<file path="config.mk">
export PLATFORM = sky130hd
export DESIGN_NAME = pmr_bank
export DESIGN_NICKNAME = d
export VERILOG_FILES = /design/src/shared/pmr_pkg.sv /design/src/pmr_bank.sv /design/src/pmr_counter.sv
export VERILOG_INCLUDE_DIRS = /design/src /design/src/shared
export SDC_FILE = /design/constraint.sdc
export NUM_CORES = 2
export LEC_CHECK = 0
export BUFFER_PORTS_ARGS = -buffer_cell sky130_fd_sc_hd__clkbuf_2
export CAP_MARGIN = 20
export CORE_ASPECT_RATIO = 2
export CORE_MARGIN = 8
export CORE_UTILIZATION = 45
export CTS_CLUSTER_DIAMETER = 80
export DETAILED_ROUTE_END_ITERATION = 10
export GPL_TIMING_DRIVEN = 0
export PLACE_DENSITY = 0.71
export SYNTH_ARGS = -nofsm -noshare
export SYNTH_HDL_FRONTEND = slang
export SYNTH_SLANG_ARGS = --single-unit
</file>
<file path="constraint.sdc">
create_clock -name mclk -period 24.2 [get_ports mclk]
set_input_delay 1.21 -clock mclk [delete_from_list [all_inputs] [get_ports mclk]]
set_output_delay 1.21 -clock mclk [all_outputs]
set_load 0.05 [all_outputs]
</file>
<file path="src/shared/pmr_defines.svh">
// Constants of the performance monitor register bank: register codes, fields, resets.
// Assumes a single core clock and a system-register request port of the core.
`ifndef PMR_DEFINES_SVH
`define PMR_DEFINES_SVH

// System-register codes carried on the request port.
`define PMR_ID_CONTROL        6'h00
`define PMR_ID_CNTEN_SET      6'h01
`define PMR_ID_CNTEN_CLR      6'h02
`define PMR_ID_OVF_CLR        6'h03
`define PMR_ID_SW_INC         6'h04
`define PMR_ID_SELECT         6'h05
`define PMR_ID_IDENT_LOW      6'h06
`define PMR_ID_IDENT_HIGH     6'h07
`define PMR_ID_CYCLE_COUNT    6'h08
`define PMR_ID_SEL_TYPE       6'h09
`define PMR_ID_CYCLE_FILTER   6'h0A
`define PMR_ID_SEL_COUNT      6'h0B
`define PMR_ID_USER_ENABLE    6'h0C
`define PMR_ID_IRQ_EN_SET     6'h0D
`define PMR_ID_IRQ_EN_CLR     6'h0E
`define PMR_ID_OVF_SET        6'h0F
`define PMR_ID_EVCOUNT_BASE   6'h10
`define PMR_ID_EVTYPE_BASE    6'h18

// Control register fields.
`define PMR_CTRL_ENABLE       0
`define PMR_CTRL_EVRESET      1
`define PMR_CTRL_CYCRESET     2
`define PMR_CTRL_DIVIDER      3
`define PMR_CTRL_EXPORT       4
`define PMR_CTRL_DISPROHIB    5
`define PMR_CTRL_LONGCYC      6
`define PMR_CTRL_NUM_CNT      5'h06
// Arbitrary identification code of our own; it names no maker and no part.
`define PMR_CTRL_ID_DEFAULT   16'h0000

// Counter layout and events.
`define PMR_NUM_COUNTERS      6
`define PMR_CYCLE_BIT         31
`define PMR_IMPL_MASK         32'h8000003F
`define PMR_EVT_FIELD_W       10
`define PMR_EVT_SW_INC        10'h000
`define PMR_EVT_CHAIN         10'h01E
`define PMR_SEL_CYCLE         5'h1F
`define PMR_DIV_COUNT         6'h3F

// Fixed identification values.
`define PMR_IDENT_LOW_VALUE   64'h00000A7F7FFF0F3F
`define PMR_IDENT_HIGH_VALUE  64'h0000000FEF2AE7F

`endif

</file>
<file path="src/shared/pmr_pkg.sv">
// Types of the performance monitor register bank.
// Assumes pmr_defines.svh sits beside it on the include path.
package pmr_pkg;
    typedef struct packed {
        logic        rd;
        logic        wr;
        logic [5:0]  id;
        logic [63:0] wdata;
    } pmr_req_t;

    typedef struct packed {
        logic        valid;
        logic [63:0] rdata;
    } pmr_resp_t;
endpackage

</file>
<file path="src/pmr_bank.sv">
// Performance monitor register bank: control, enables, overflow, counters, identification.
// Assumes requests arrive from the core's system-register move unit on the core clock.
`timescale 1ns/10ps
`default_nettype none
`include "pmr_defines.svh"

module pmr_bank #(
    parameter logic [15:0] CTRL_ID_CODE = `PMR_CTRL_ID_DEFAULT
) (
    input  wire logic                   mclk,
    input  wire logic                   rst,
    input  wire pmr_pkg::pmr_req_t      req,
    input  wire logic [63:0]            event_in,
    output var pmr_pkg::pmr_resp_t      resp,
    output logic [31:0]                 overflow_status
);
    import pmr_pkg::*;

    localparam int NC = `PMR_NUM_COUNTERS;

    // Identification value; the arbitrary code above only fills the implementer field.
    logic [63:0] ident_low;
    logic [63:0] ident_high;
    assign ident_low  = `PMR_IDENT_LOW_VALUE;
    assign ident_high = `PMR_IDENT_HIGH_VALUE;

    // Control and configuration state.
    logic        ctl_enable;
    logic        ctl_divider;
    logic        ctl_export;
    logic        ctl_disprohib;
    logic        ctl_longcyc;
    logic [31:0] cnt_enable;
    logic [31:0] ovf_flags;
    logic [31:0] irq_enable;
    logic [4:0]  select;
    logic [31:0] user_enable;
    logic [31:0] cycle_filter;
    logic [31:0] ev_type [NC];

    logic        next_ctl_enable;
    logic        next_ctl_divider;
    logic        next_ctl_export;
    logic        next_ctl_disprohib;
    logic        next_ctl_longcyc;
    logic [31:0] next_cnt_enable;
    logic [31:0] next_ovf_flags;
    logic [31:0] next_irq_enable;
    logic [4:0]  next_select;
    logic [31:0] next_user_enable;
    logic [31:0] next_cycle_filter;
    logic [31:0] next_ev_type [NC];

    logic        wr_ctrl;
    logic        ev_reset_req;
    logic        cyc_reset_req;
    logic [31:0] hw_ovf;
    logic [31:0] ev_count [NC];
    logic [NC-1:0] ev_wrap;
    logic [NC-1:0] ev_inc;
    logic [NC-1:0] ev_load;

    // The system-register request port changes the configuration state; counter wraps also set overflow flags.
    assign wr_ctrl       = req.wr && (req.id == `PMR_ID_CONTROL);
    assign ev_reset_req  = wr_ctrl && req.wdata[`PMR_CTRL_EVRESET];
    assign cyc_reset_req = wr_ctrl && req.wdata[`PMR_CTRL_CYCRESET];

    always_comb begin
        next_ctl_enable    = ctl_enable;
        next_ctl_divider   = ctl_divider;
        next_ctl_export    = ctl_export;
        next_ctl_disprohib = ctl_disprohib;
        next_ctl_longcyc   = ctl_longcyc;
        next_cnt_enable    = cnt_enable;
        next_irq_enable    = irq_enable;
        next_select        = select;
        next_user_enable   = user_enable;
        next_cycle_filter  = cycle_filter;
        next_ovf_flags     = ovf_flags;
        for (int i = 0; i < NC; i++) begin
            next_ev_type[i] = ev_type[i];
        end
        if (req.wr) begin
            if (req.id == `PMR_ID_CONTROL) begin
                next_ctl_enable    = req.wdata[`PMR_CTRL_ENABLE];
                next_ctl_divider   = req.wdata[`PMR_CTRL_DIVIDER];
                next_ctl_export    = req.wdata[`PMR_CTRL_EXPORT];
                next_ctl_disprohib = req.wdata[`PMR_CTRL_DISPROHIB];
                next_ctl_longcyc   = req.wdata[`PMR_CTRL_LONGCYC];
            end else if (req.id == `PMR_ID_CNTEN_SET) begin
                next_cnt_enable = cnt_enable | (req.wdata[31:0] & `PMR_IMPL_MASK);
            end else if (req.id == `PMR_ID_CNTEN_CLR) begin
                next_cnt_enable = cnt_enable & ~req.wdata[31:0];
            end else if (req.id == `PMR_ID_OVF_CLR) begin
                next_ovf_flags = ovf_flags & ~req.wdata[31:0];
            end else if (req.id == `PMR_ID_OVF_SET) begin
                next_ovf_flags = ovf_flags | (req.wdata[31:0] & `PMR_IMPL_MASK);
            end else if (req.id == `PMR_ID_IRQ_EN_SET) begin
                next_irq_enable = irq_enable | (req.wdata[31:0] & `PMR_IMPL_MASK);
            end else if (req.id == `PMR_ID_IRQ_EN_CLR) begin
                next_irq_enable = irq_enable & ~req.wdata[31:0];
            end else if (req.id == `PMR_ID_SELECT) begin
                next_select = req.wdata[4:0];
            end else if (req.id == `PMR_ID_USER_ENABLE) begin
                next_user_enable = req.wdata[31:0];
            end else if (req.id == `PMR_ID_CYCLE_FILTER) begin
                next_cycle_filter = req.wdata[31:0];
            end else if (req.id == `PMR_ID_SEL_TYPE) begin
                if (select == `PMR_SEL_CYCLE) begin
                    next_cycle_filter = req.wdata[31:0];
                end else if (select < 5'(NC)) begin
                    next_ev_type[select[2:0]] = req.wdata[31:0];
                end
            end else if ((req.id >= `PMR_ID_EVTYPE_BASE) && (req.id < `PMR_ID_EVTYPE_BASE + 6'(NC))) begin
                next_ev_type[3'(req.id - `PMR_ID_EVTYPE_BASE)] = req.wdata[31:0];
            end
        end
        // A wrap in the same cycle as a clear write still leaves its flag set.
        next_ovf_flags = next_ovf_flags | hw_ovf;
    end

    always_ff @(posedge mclk or posedge rst) begin
        if (rst) begin
            ctl_enable    <= 1'b0;
            ctl_divider   <= 1'b0;
            ctl_export    <= 1'b0;
            ctl_disprohib <= 1'b0;
            ctl_longcyc   <= 1'b0;
            cnt_enable    <= 32'h00000000;
            ovf_flags     <= 32'h00000000;
            irq_enable    <= 32'h00000000;
            select        <= 5'h00;
            user_enable   <= 32'h00000000;
            cycle_filter  <= 32'h00000000;
            for (int i = 0; i < NC; i++) begin
                ev_type[i] <= 32'h00000000;
            end
        end else begin
            ctl_enable    <= next_ctl_enable;
            ctl_divider   <= next_ctl_divider;
            ctl_export    <= next_ctl_export;
            ctl_disprohib <= next_ctl_disprohib;
            ctl_longcyc   <= next_ctl_longcyc;
            cnt_enable    <= next_cnt_enable;
            ovf_flags     <= next_ovf_flags;
            irq_enable    <= next_irq_enable;
            select        <= next_select;
            user_enable   <= next_user_enable;
            cycle_filter  <= next_cycle_filter;
            for (int i = 0; i < NC; i++) begin
                ev_type[i] <= next_ev_type[i];
            end
        end
    end

    // Event counters.
    genvar g;
    generate
        for (g = 0; g < NC; g++) begin : gen_cnt
            logic [`PMR_EVT_FIELD_W-1:0] evnum;
            logic                        src;
            assign evnum = ev_type[g][`PMR_EVT_FIELD_W-1:0];
            if (g % 2 == 1) begin : gen_odd
                assign src = (evnum == `PMR_EVT_CHAIN) ? ev_wrap[g-1] :
                             (evnum == `PMR_EVT_SW_INC) ?
                             (req.wr && req.id == `PMR_ID_SW_INC && req.wdata[g]) :
                             ((evnum < 10'h040) && event_in[6'(evnum)]);
            end else begin : gen_even
                assign src = (evnum == `PMR_EVT_CHAIN) ? 1'b0 :
                             (evnum == `PMR_EVT_SW_INC) ?
                             (req.wr && req.id == `PMR_ID_SW_INC && req.wdata[g]) :
                             ((evnum < 10'h040) && event_in[6'(evnum)]);
            end
            assign ev_inc[g]  = ctl_enable && cnt_enable[g] && src;
            assign ev_load[g] = req.wr && ((req.id == `PMR_ID_EVCOUNT_BASE + 6'(g)) ||
                                ((req.id == `PMR_ID_SEL_COUNT) && (select == 5'(g))));
            pmr_counter u_cnt (
                .mclk     (mclk),
                .rst      (rst),
                .load     (ev_load[g]),
                .load_val (req.wdata[31:0]),
                .clear    (ev_reset_req),
                .inc      (ev_inc[g]),
                .count    (ev_count[g]),
                .wrap     (ev_wrap[g])
            );
        end
    endgenerate

    // Cycle counter with optional divide-by-64 prescaler.
    logic [63:0] cycle_count;
    logic [63:0] next_cycle_count;
    logic [5:0]  prescale;
    logic [5:0]  next_prescale;
    logic        cyc_tick;
    logic        cyc_wrap;

    always_comb begin
        next_prescale    = prescale;
        next_cycle_count = cycle_count;
        cyc_tick         = 1'b0;
        cyc_wrap         = 1'b0;
        if (ctl_enable && cnt_enable[`PMR_CYCLE_BIT]) begin
            next_prescale = prescale + 6'h01;
            cyc_tick      = !ctl_divider || (prescale == `PMR_DIV_COUNT);
        end
        if (req.wr && req.id == `PMR_ID_CYCLE_COUNT) begin
            next_cycle_count = req.wdata;
        end else if (cyc_reset_req) begin
            next_cycle_count = 64'h0000000000000000;
            next_prescale    = 6'h00;
        end else if (cyc_tick) begin
            next_cycle_count = cycle_count + 64'h0000000000000001;
            cyc_wrap = ctl_longcyc ? (cycle_count == 64'hFFFFFFFFFFFFFFFF)
                                   : (cycle_count[31:0] == 32'hFFFFFFFF);
        end
    end

    always_ff @(posedge mclk or posedge rst) begin
        if (rst) begin
            cycle_count <= 64'h0000000000000000;
            prescale    <= 6'h00;
        end else begin
            cycle_count <= next_cycle_count;
            prescale    <= next_prescale;
        end
    end

    // The cycle reset leaves its overflow flag alone; a real wrap or a PMR_ID_OVF_SET write sets it.
    assign hw_ovf = {cyc_wrap, 25'h0000000, ev_wrap};

    // Read path; answers are registered one cycle after the request.
    logic [63:0] rd_value;
    logic [31:0] ctrl_read;
    pmr_resp_t   next_resp;

    assign ctrl_read = {CTRL_ID_CODE, `PMR_CTRL_NUM_CNT, 4'h0, ctl_longcyc, ctl_disprohib,
                        ctl_export, ctl_divider, 1'b0, 1'b0, ctl_enable};

    always_comb begin
        rd_value = 64'h0000000000000000;
        if (req.id == `PMR_ID_CONTROL) begin
            rd_value = {32'h00000000, ctrl_read};
        end else if (req.id == `PMR_ID_CNTEN_SET || req.id == `PMR_ID_CNTEN_CLR) begin
            rd_value = {32'h00000000, cnt_enable};
        end else if (req.id == `PMR_ID_OVF_CLR || req.id == `PMR_ID_OVF_SET) begin
            rd_value = {32'h00000000, ovf_flags};
        end else if (req.id == `PMR_ID_IRQ_EN_SET || req.id == `PMR_ID_IRQ_EN_CLR) begin
            rd_value = {32'h00000000, irq_enable};
        end else if (req.id == `PMR_ID_SELECT) begin
            rd_value = {59'h0, select};
        end else if (req.id == `PMR_ID_IDENT_LOW) begin
            rd_value = ident_low;
        end else if (req.id == `PMR_ID_IDENT_HIGH) begin
            rd_value = ident_high;
        end else if (req.id == `PMR_ID_CYCLE_COUNT) begin
            rd_value = cycle_count;
        end else if (req.id == `PMR_ID_USER_ENABLE) begin
            rd_value = {32'h00000000, user_enable};
        end else if (req.id == `PMR_ID_CYCLE_FILTER) begin
            rd_value = {32'h00000000, cycle_filter};
        end else if (req.id == `PMR_ID_SEL_TYPE) begin
            if (select == `PMR_SEL_CYCLE) begin
                rd_value = {32'h00000000, cycle_filter};
            end else if (select < 5'(NC)) begin
                rd_value = {32'h00000000, ev_type[select[2:0]]};
            end
        end else if (req.id == `PMR_ID_SEL_COUNT) begin
            if (select < 5'(NC)) begin
                rd_value = {32'h00000000, ev_count[select[2:0]]};
            end
        end else if ((req.id >= `PMR_ID_EVCOUNT_BASE) && (req.id < `PMR_ID_EVCOUNT_BASE + 6'(NC))) begin
            rd_value = {32'h00000000, ev_count[3'(req.id - `PMR_ID_EVCOUNT_BASE)]};
        end else if ((req.id >= `PMR_ID_EVTYPE_BASE) && (req.id < `PMR_ID_EVTYPE_BASE + 6'(NC))) begin
            rd_value = {32'h00000000, ev_type[3'(req.id - `PMR_ID_EVTYPE_BASE)]};
        end
        next_resp.valid = req.rd;
        next_resp.rdata = req.rd ? rd_value : 64'h0000000000000000;
    end

    always_ff @(posedge mclk or posedge rst) begin
        if (rst) begin
            resp <= '0;
        end else begin
            resp <= next_resp;
        end
    end

    // Overflow flags are visible outside for an interrupt controller to combine.
    assign overflow_status = ovf_flags;
endmodule

`default_nettype wire

</file>
<file path="src/pmr_counter.sv">
// One 32-bit event counter with load, clear and increment.
// Gives load priority over clear and clear over increment.
`timescale 1ns/10ps
`default_nettype none

module pmr_counter (
    input  wire logic        mclk,
    input  wire logic        rst,
    input  wire logic        load,
    input  wire logic [31:0] load_val,
    input  wire logic        clear,
    input  wire logic        inc,
    output logic [31:0]      count,
    output logic             wrap
);
    logic [31:0] next_count;

    always_comb begin
        next_count = count;
        wrap       = 1'b0;
        if (load) begin
            next_count = load_val;
        end else if (clear) begin
            next_count = 32'h00000000;
        end else if (inc) begin
            next_count = count + 32'h00000001;
            wrap       = (count == 32'hFFFFFFFF);
        end
    end

    always_ff @(posedge mclk or posedge rst) begin
        if (rst) begin
            count <= 32'h00000000;
        end else begin
            count <= next_count;
        end
    end
endmodule

`default_nettype wire

</file>
# == Yosys cells after proc, flatten, opt, wreduce, memory -nomap -nowiden ==
# Index checks and enable logic that the tools add are counted.
# totals
regBits,689
out_inout_bits,97
# op_classes
bitwise,21
n_eq_ne,44
n_reduce_logical,84
n_mux,124
n_addsub,10
order_cmp,22
# op_table
operator,count
$mux 32,46
$mux 64,16
$mux 192,4
$bmux 32 s3,4
$bwmux 192,2
$eq 32x32->1 const B,7
$add 32x1->32 const B,6
$demux 32 s3,2
$or 32x32->32,4
$and 32x32->32,3
$add 64x1->64 const B,1
$eq 64x64->1 const B,1
$eq 10x5->1 const B,6
$logic_not 10->1,6
$lt 10x7->1 const B,6
$eq 6x4->1 const B,8
$logic_and 1x1->1,46
$lt 6x7->1 const B,6
$mux 1,41
$bmux 1 s6,6
$eq 6x5->1 const B,6
$not 32->32,1
$eq 6x3->1 const B,4
$reduce_bool 3->1,7
31 further kinds,66

# == Logic depth before layout (Yosys ltp) ==
# logic_depth
word_depth,20
mapped_depth,14

# == By module ==
# A second synthesis with hierarchy kept.
# hier_totals
cells_unflattened,4299
area_unflattened_um2,43219.0
# modules_own_cells
module,seq_area_each_um2,instances,area_each_um2,cells_each
pmr_bank,12436.9,1,31941.9,2960
pmr_counter (gen_cnt[0].u_cnt ...),800.8,5,1858.0,221
pmr_counter (gen_cnt[5].u_cnt),800.8,1,1986.9,234

# == Worst setup path before layout ==
# Ideal clock, no wire load.
# synth_timing
path_type,input -> register
from,input port req[67] (netlist bit)
to,register gen_cnt[3].u_cnt.count[25]
arrival_time_ns,3.799
required_time_ns,24.074
path_slack_ns,20.275
stages,11
path_cell_list,clkbuf_1 nor3_1 a311oi_1 a2111o_1 o32ai_1 and4_1 buf_2 o21ai_1 buf_2 o31a_1 a221o_1
# synth_via
elab_chain_cells,12
# synth_lines
item,line,rtl
start: declaration,pmr_bank.sv:12,"input wire pmr_pkg::pmr_req_t req,"
$eq 6x3->1 (no line),-,
$logic_and 1x1->1 (no line),-,
$logic_and 1x1->1,pmr_bank.sv:171,(req.wr && req.id == `PMR_ID_SW_INC && req.wdata[g]) :
$mux 1,pmr_bank.sv:170,(evnum == `PMR_EVT_SW_INC) ?
$mux 1,pmr_bank.sv:169,assign src = (evnum == `PMR_EVT_CHAIN) ? 1'b0 :
$logic_and 1x1->1,pmr_bank.sv:174,assign ev_inc[g] = ctl_enable && cnt_enable[g] && src;
$mux 1,pmr_counter.sv:25,end else if (inc) begin
$mux 1,pmr_counter.sv:23,end else if (clear) begin
$mux 1,pmr_counter.sv:21,if (load) begin
$mux 1,pmr_bank.sv:164,assign src = (evnum == `PMR_EVT_CHAIN) ? ev_wrap[g-1] :
$logic_and 1x1->1,pmr_bank.sv:174,
$reduce_bool 3->1 (no line),-,
end signal: assignment,pmr_counter.sv:35,count <= next_count;
end: declaration,pmr_counter.sv:13,"output logic [31:0] count,"
# Parallel ways exist; a longest one is shown, timed or not.
# A chain may end at the register's enable or synchronous reset.

# == Worst setup path in the final report ==
# layout_timing
from,input port req[67] (netlist bit)
to,register gen_cnt[4].u_cnt.count[29]
# layout_via
elab_chain_cells,7
# layout_lines
item,line
$eq 6x3->1 (no line),-
$logic_and 1x1->1 (no line),-
$logic_and 1x1->1,pmr_bank.sv:171
$mux 1,pmr_bank.sv:170
$mux 1,pmr_bank.sv:169
$logic_and 1x1->1,pmr_bank.sv:174
$reduce_bool 3->1 (no line),-
end signal: assignment,pmr_counter.sv:35
end: declaration,pmr_counter.sv:13
# Parallel ways exist; a longest one is shown, timed or not.

==> impl_results.rst <==
.. list-table::
   :header-rows: 1

   * - Metric
     - Value
   * - Outcome
     - finished, final reports clean
   * - Routed wire per std cell
     - 40.8 um
   * - Detailed Route Iter0 Violations
     - 5308
   * - Summed instance area of the synthesized netlist
     - 43600 um^2
   * - Cells on Worst Hold Path
     - 1
   * - Fmax
     - 175 MHz
   * - Endpoint class of the critical path
     - flop
   * - Clk buf depth
     - 3
   * - IO Port Bufs
     - 206
   * - Clk_lat worst skew
     - between 700 and 800 ps
   * - First-pass DRT Iterations
     - 8
   * - Post-CTS Setup Bufs
     - 0
   * - Data arrival time of the critical path
     - between 6000 and 7000 ps
   * - Worst reg-to-reg path cell count
     - 9
   * - Die area
     - 108000 um^2
   * - Flop and latch count out of synthesis
     - ~690
   * - Worst reg2reg setup slack
     - ~19000 ps
   * - Cell chosen for the clock root
     - sky130_fd_sc_hd__clkbuf_16
   * - Avg Cell Area, Syn
     - 10.0 um^2
   * - Global placer's final weighted congestion
     - 1.09
   * - Syn Nets
     - between 4000 and 5000
   * - Critical path start-end classification
     - in -> reg
   * - Post-Route Hold Slack
     - 507 ps
   * - Effective utilization at floorplan
     - 0.454
   * - Max VDD drop
     - approximately 0.053 mV
   * - Pwr dens
     - about 71 nW/um^2
   * - Post-Route Utilization
     - 0.520
   * - Number of enable flip-flop cells after synthesis
     - 0
   * - Average via count per standard cell
     - about 7.1
   * - Total overflow reported by the global router
     - 0
   * - Most frequently used flop master after synthesis
     - sky130_fd_sc_hd__dfrtp_1
   * - Tightest Hold Check Type
     - reg -> reg
   * - Max FO, Critical Path
     - 10
   * - Headroom to the max-slew limit
     - 0.0836
   * - Most frequent cells in the layout
     - sky130_fd_sc_hd__dfrtp_1 (689), sky130_fd_sc_hd__nand2_1 (570), sky130_fd_sc_hd__o21ai_0 (345)
   * - Leading cell type in the layout, fill and taps excluded
     - sky130_fd_sc_hd__dfrtp_1
   * - Kind of launch point of the worst setup path
     - primary input
   * - CTS H-tree depth
     - 3
   * - Unrepaired setup endpoints after global routing
     - false
   * - Number of clock sinks
     - around 690
   * - Number of gates resized after cts
     - 0
   * - Final-report setup violation count
     - 0
   * - Synthesized netlist cell count
     - 4361
   * - Count of nets after finishing
     - 4854
   * - Clk pin slew, worst setup/hold paths
     - 60 ps
   * - Hpwl dp
     - 191000 um
   * - Final Instance Count excl. Fillers
     - 6010
   * - Required time of the critical path
     - 24830 ps
   * - Total wire length
     - 245000 um
   * - Synth Warn #
     - 0
   * - RR Endpoint
     - ev_type[68]
   * - Std-Cell Core Area
     - ~96000 um^2
   * - Placed cell area
     - 47000 um^2
   * - Dpl ws
     - ~18000 ps
   * - Antenna Violating Nets Remaining
     - 0
   * - Count of different cell masters after synthesis
     - between 90 and 100
   * - Power consumption
     - 3.52 mW
   * - Overall Global Routing Usage
     - 0.451
   * - Post-route fraction of the period consumed by the critical path
     - 0.236
   * - Area Overhead vs Synth
     - 14.5%
   * - Number of hold buffers added after cts
     - 0
   * - Reg2reg start
     - select[0]
   * - Finished Cell Area
     - 49900 um^2
   * - Maximum number of pins on one net before global-route repair
     - 120
   * - TritonCTS clock tree
     - yes
   * - Via count of the first global-routing pass
     - 42700
   * - Num CTS Buffers
     - 71
   * - WHS Endpoint
     - user_enable[0]
   * - Max-slew violation count
     - 0
   * - Detailed-route DRC error count
     - 0
   * - Maximum Capacitance Violations
     - 0
   * - Global-route wire length before repair
     - 340000 um
   * - Crit path time final
     - 5700 ps
   * - Share of synthesized area occupied by flip-flops and latches
     - 0.395
   * - Placed Cells incl. Taps
     - 5835
   * - PnR worst setup slack
     - 18500 ps
   * - Post-Route Setup TNS
     - 0 ps
   * - Vertical die dimension
     - 456 um
   * - Io pins
     - 235
   * - Proportion of layout cells with a drive suffix above 1
     - 0.220
   * - Hold violation count in the final report
     - 0
   * - Initial antenna violation count
     - 21
   * - Worst-margin pin slew
     - 1370 ps
   * - Asr flop ratio synth
     - 1.00
   * - Launch point of the worst hold path
     - user_enable[0]
   * - Cell Rows
     - roughly 160
   * - Layout Skew
     - between 40 and 50 ps
   * - Die W
     - 236 um
   * - Leakage power figure
     - 20.2 nW
   * - Vias post-DR
     - 42700
-- layout make-up --
type | instances | area [um^2]
repair buffers | 274 | 2130
flip-flops and latches | 689 | 17200
multi-input cells | 3240 | 24700
clock inverters | 41 | 583
clock buffers | 88 | 1960
plain buffers | 392 | 1610
fillers | 8889 | 46200
diodes | 24 | 60.1
well taps | 1222 | 1530
inverters | 40 | 158
-- critical path, cell delays in order --
cell                       delay (ps)
sky130_fd_sc_hd__clkbuf_2         110
sky130_fd_sc_hd__clkbuf_1         400
sky130_fd_sc_hd__nor3b_1          890
sky130_fd_sc_hd__nand4_1          170
sky130_fd_sc_hd__a21boi_0         330
sky130_fd_sc_hd__buf_4            240
sky130_fd_sc_hd__clkbuf_1         820
sky130_fd_sc_hd__clkbuf_1         370
sky130_fd_sc_hd__buf_8            230
sky130_fd_sc_hd__clkbuf_1         610
sky130_fd_sc_hd__nand2_1          630
sky130_fd_sc_hd__a21oi_1          280
-- cell usage after synthesis (65+ instances only) --
master                     instances  area share
sky130_fd_sc_hd__dfrtp_1         689        0.40
sky130_fd_sc_hd__nand2_1         570       0.049
sky130_fd_sc_hd__o21ai_0         345       0.040
sky130_fd_sc_hd__mux2_2          288       0.074
sky130_fd_sc_hd__clkbuf_1        260       0.022
sky130_fd_sc_hd__a21oi_1         225       0.026
sky130_fd_sc_hd__mux4_2          218        0.11
sky130_fd_sc_hd__mux2i_1         171       0.039
sky130_fd_sc_hd__nor2_1          164       0.014
sky130_fd_sc_hd__nand3_1         157       0.018
sky130_fd_sc_hd__a21boi_0         92       0.016
sky130_fd_sc_hd__a22oi_1          87       0.015
sky130_fd_sc_hd__nand4_1          82       0.012
sky130_fd_sc_hd__and3_1           75       0.011
sky130_fd_sc_hd__xnor2_1          65       0.013
-- registers in the layout, indices dropped and copies added, names as in the netlist, named ones only --
name,flops
cnt_enable,25
ctl_disprohib,1
ctl_divider,1
ctl_enable,1
ctl_export,1
ctl_longcyc,1
cycle_count,64
cycle_filter,32
ev_type,192
gen_cnt.u_cnt.count,192
irq_enable,25
overflow_status,32
prescale,6
resp,65
select,5
user_enable,32
-- kinds of logic after synthesis --
kind of cell,after synthesis,share of synthesized area
simple gates,1311,0.144
compound gates,1119,0.166
flops,689,0.395
mux,677,0.226
buf+inv,432,0.0402
xor+xnor,125,0.0251
fa+ha+maj,8,0.00230
-- per-layer routing --
metal,vias up,wire length [um],GRT usage
met5,-,64,0.000904
met4,10,36000,0.517
met3,1315,22100,0.138
met2,3234,114000,0.725
met1,21100,72700,0.427
li1,17000,-,-
-- power by group --
part / switching (mW) / internal (mW) / total [mW]
Combinational: 0.505 / 0.313 / 0.818
Sequential: 0.168 / 1.27 / 1.44
Clock: 0.551 / 0.713 / 1.26
Total: 1.22 / 2.30 / 3.52
-- worst max-delay path by stage --
| stage | start | end | slack, ps | cells past startpoint |
|---|---|---|---|---|
| after floorplan | rst | asynchronous set/reset pin | 3670 | 1 |
| after global placement | rst | ev_type[161] | -5020 | 2 |
| after detailed placement | req[67] | gen_cnt[4].u_cnt.count[26] | 17760 | 11 |
| after CTS | req[67] | gen_cnt[4].u_cnt.count[26] | 18470 | 11 |
| after global routing | req[67] | gen_cnt[4].u_cnt.count[29] | 18460 | 12 |
| final | req[67] | gen_cnt[4].u_cnt.count[29] | 18500 | 12 |
Power figures use the tool's default switching activity.
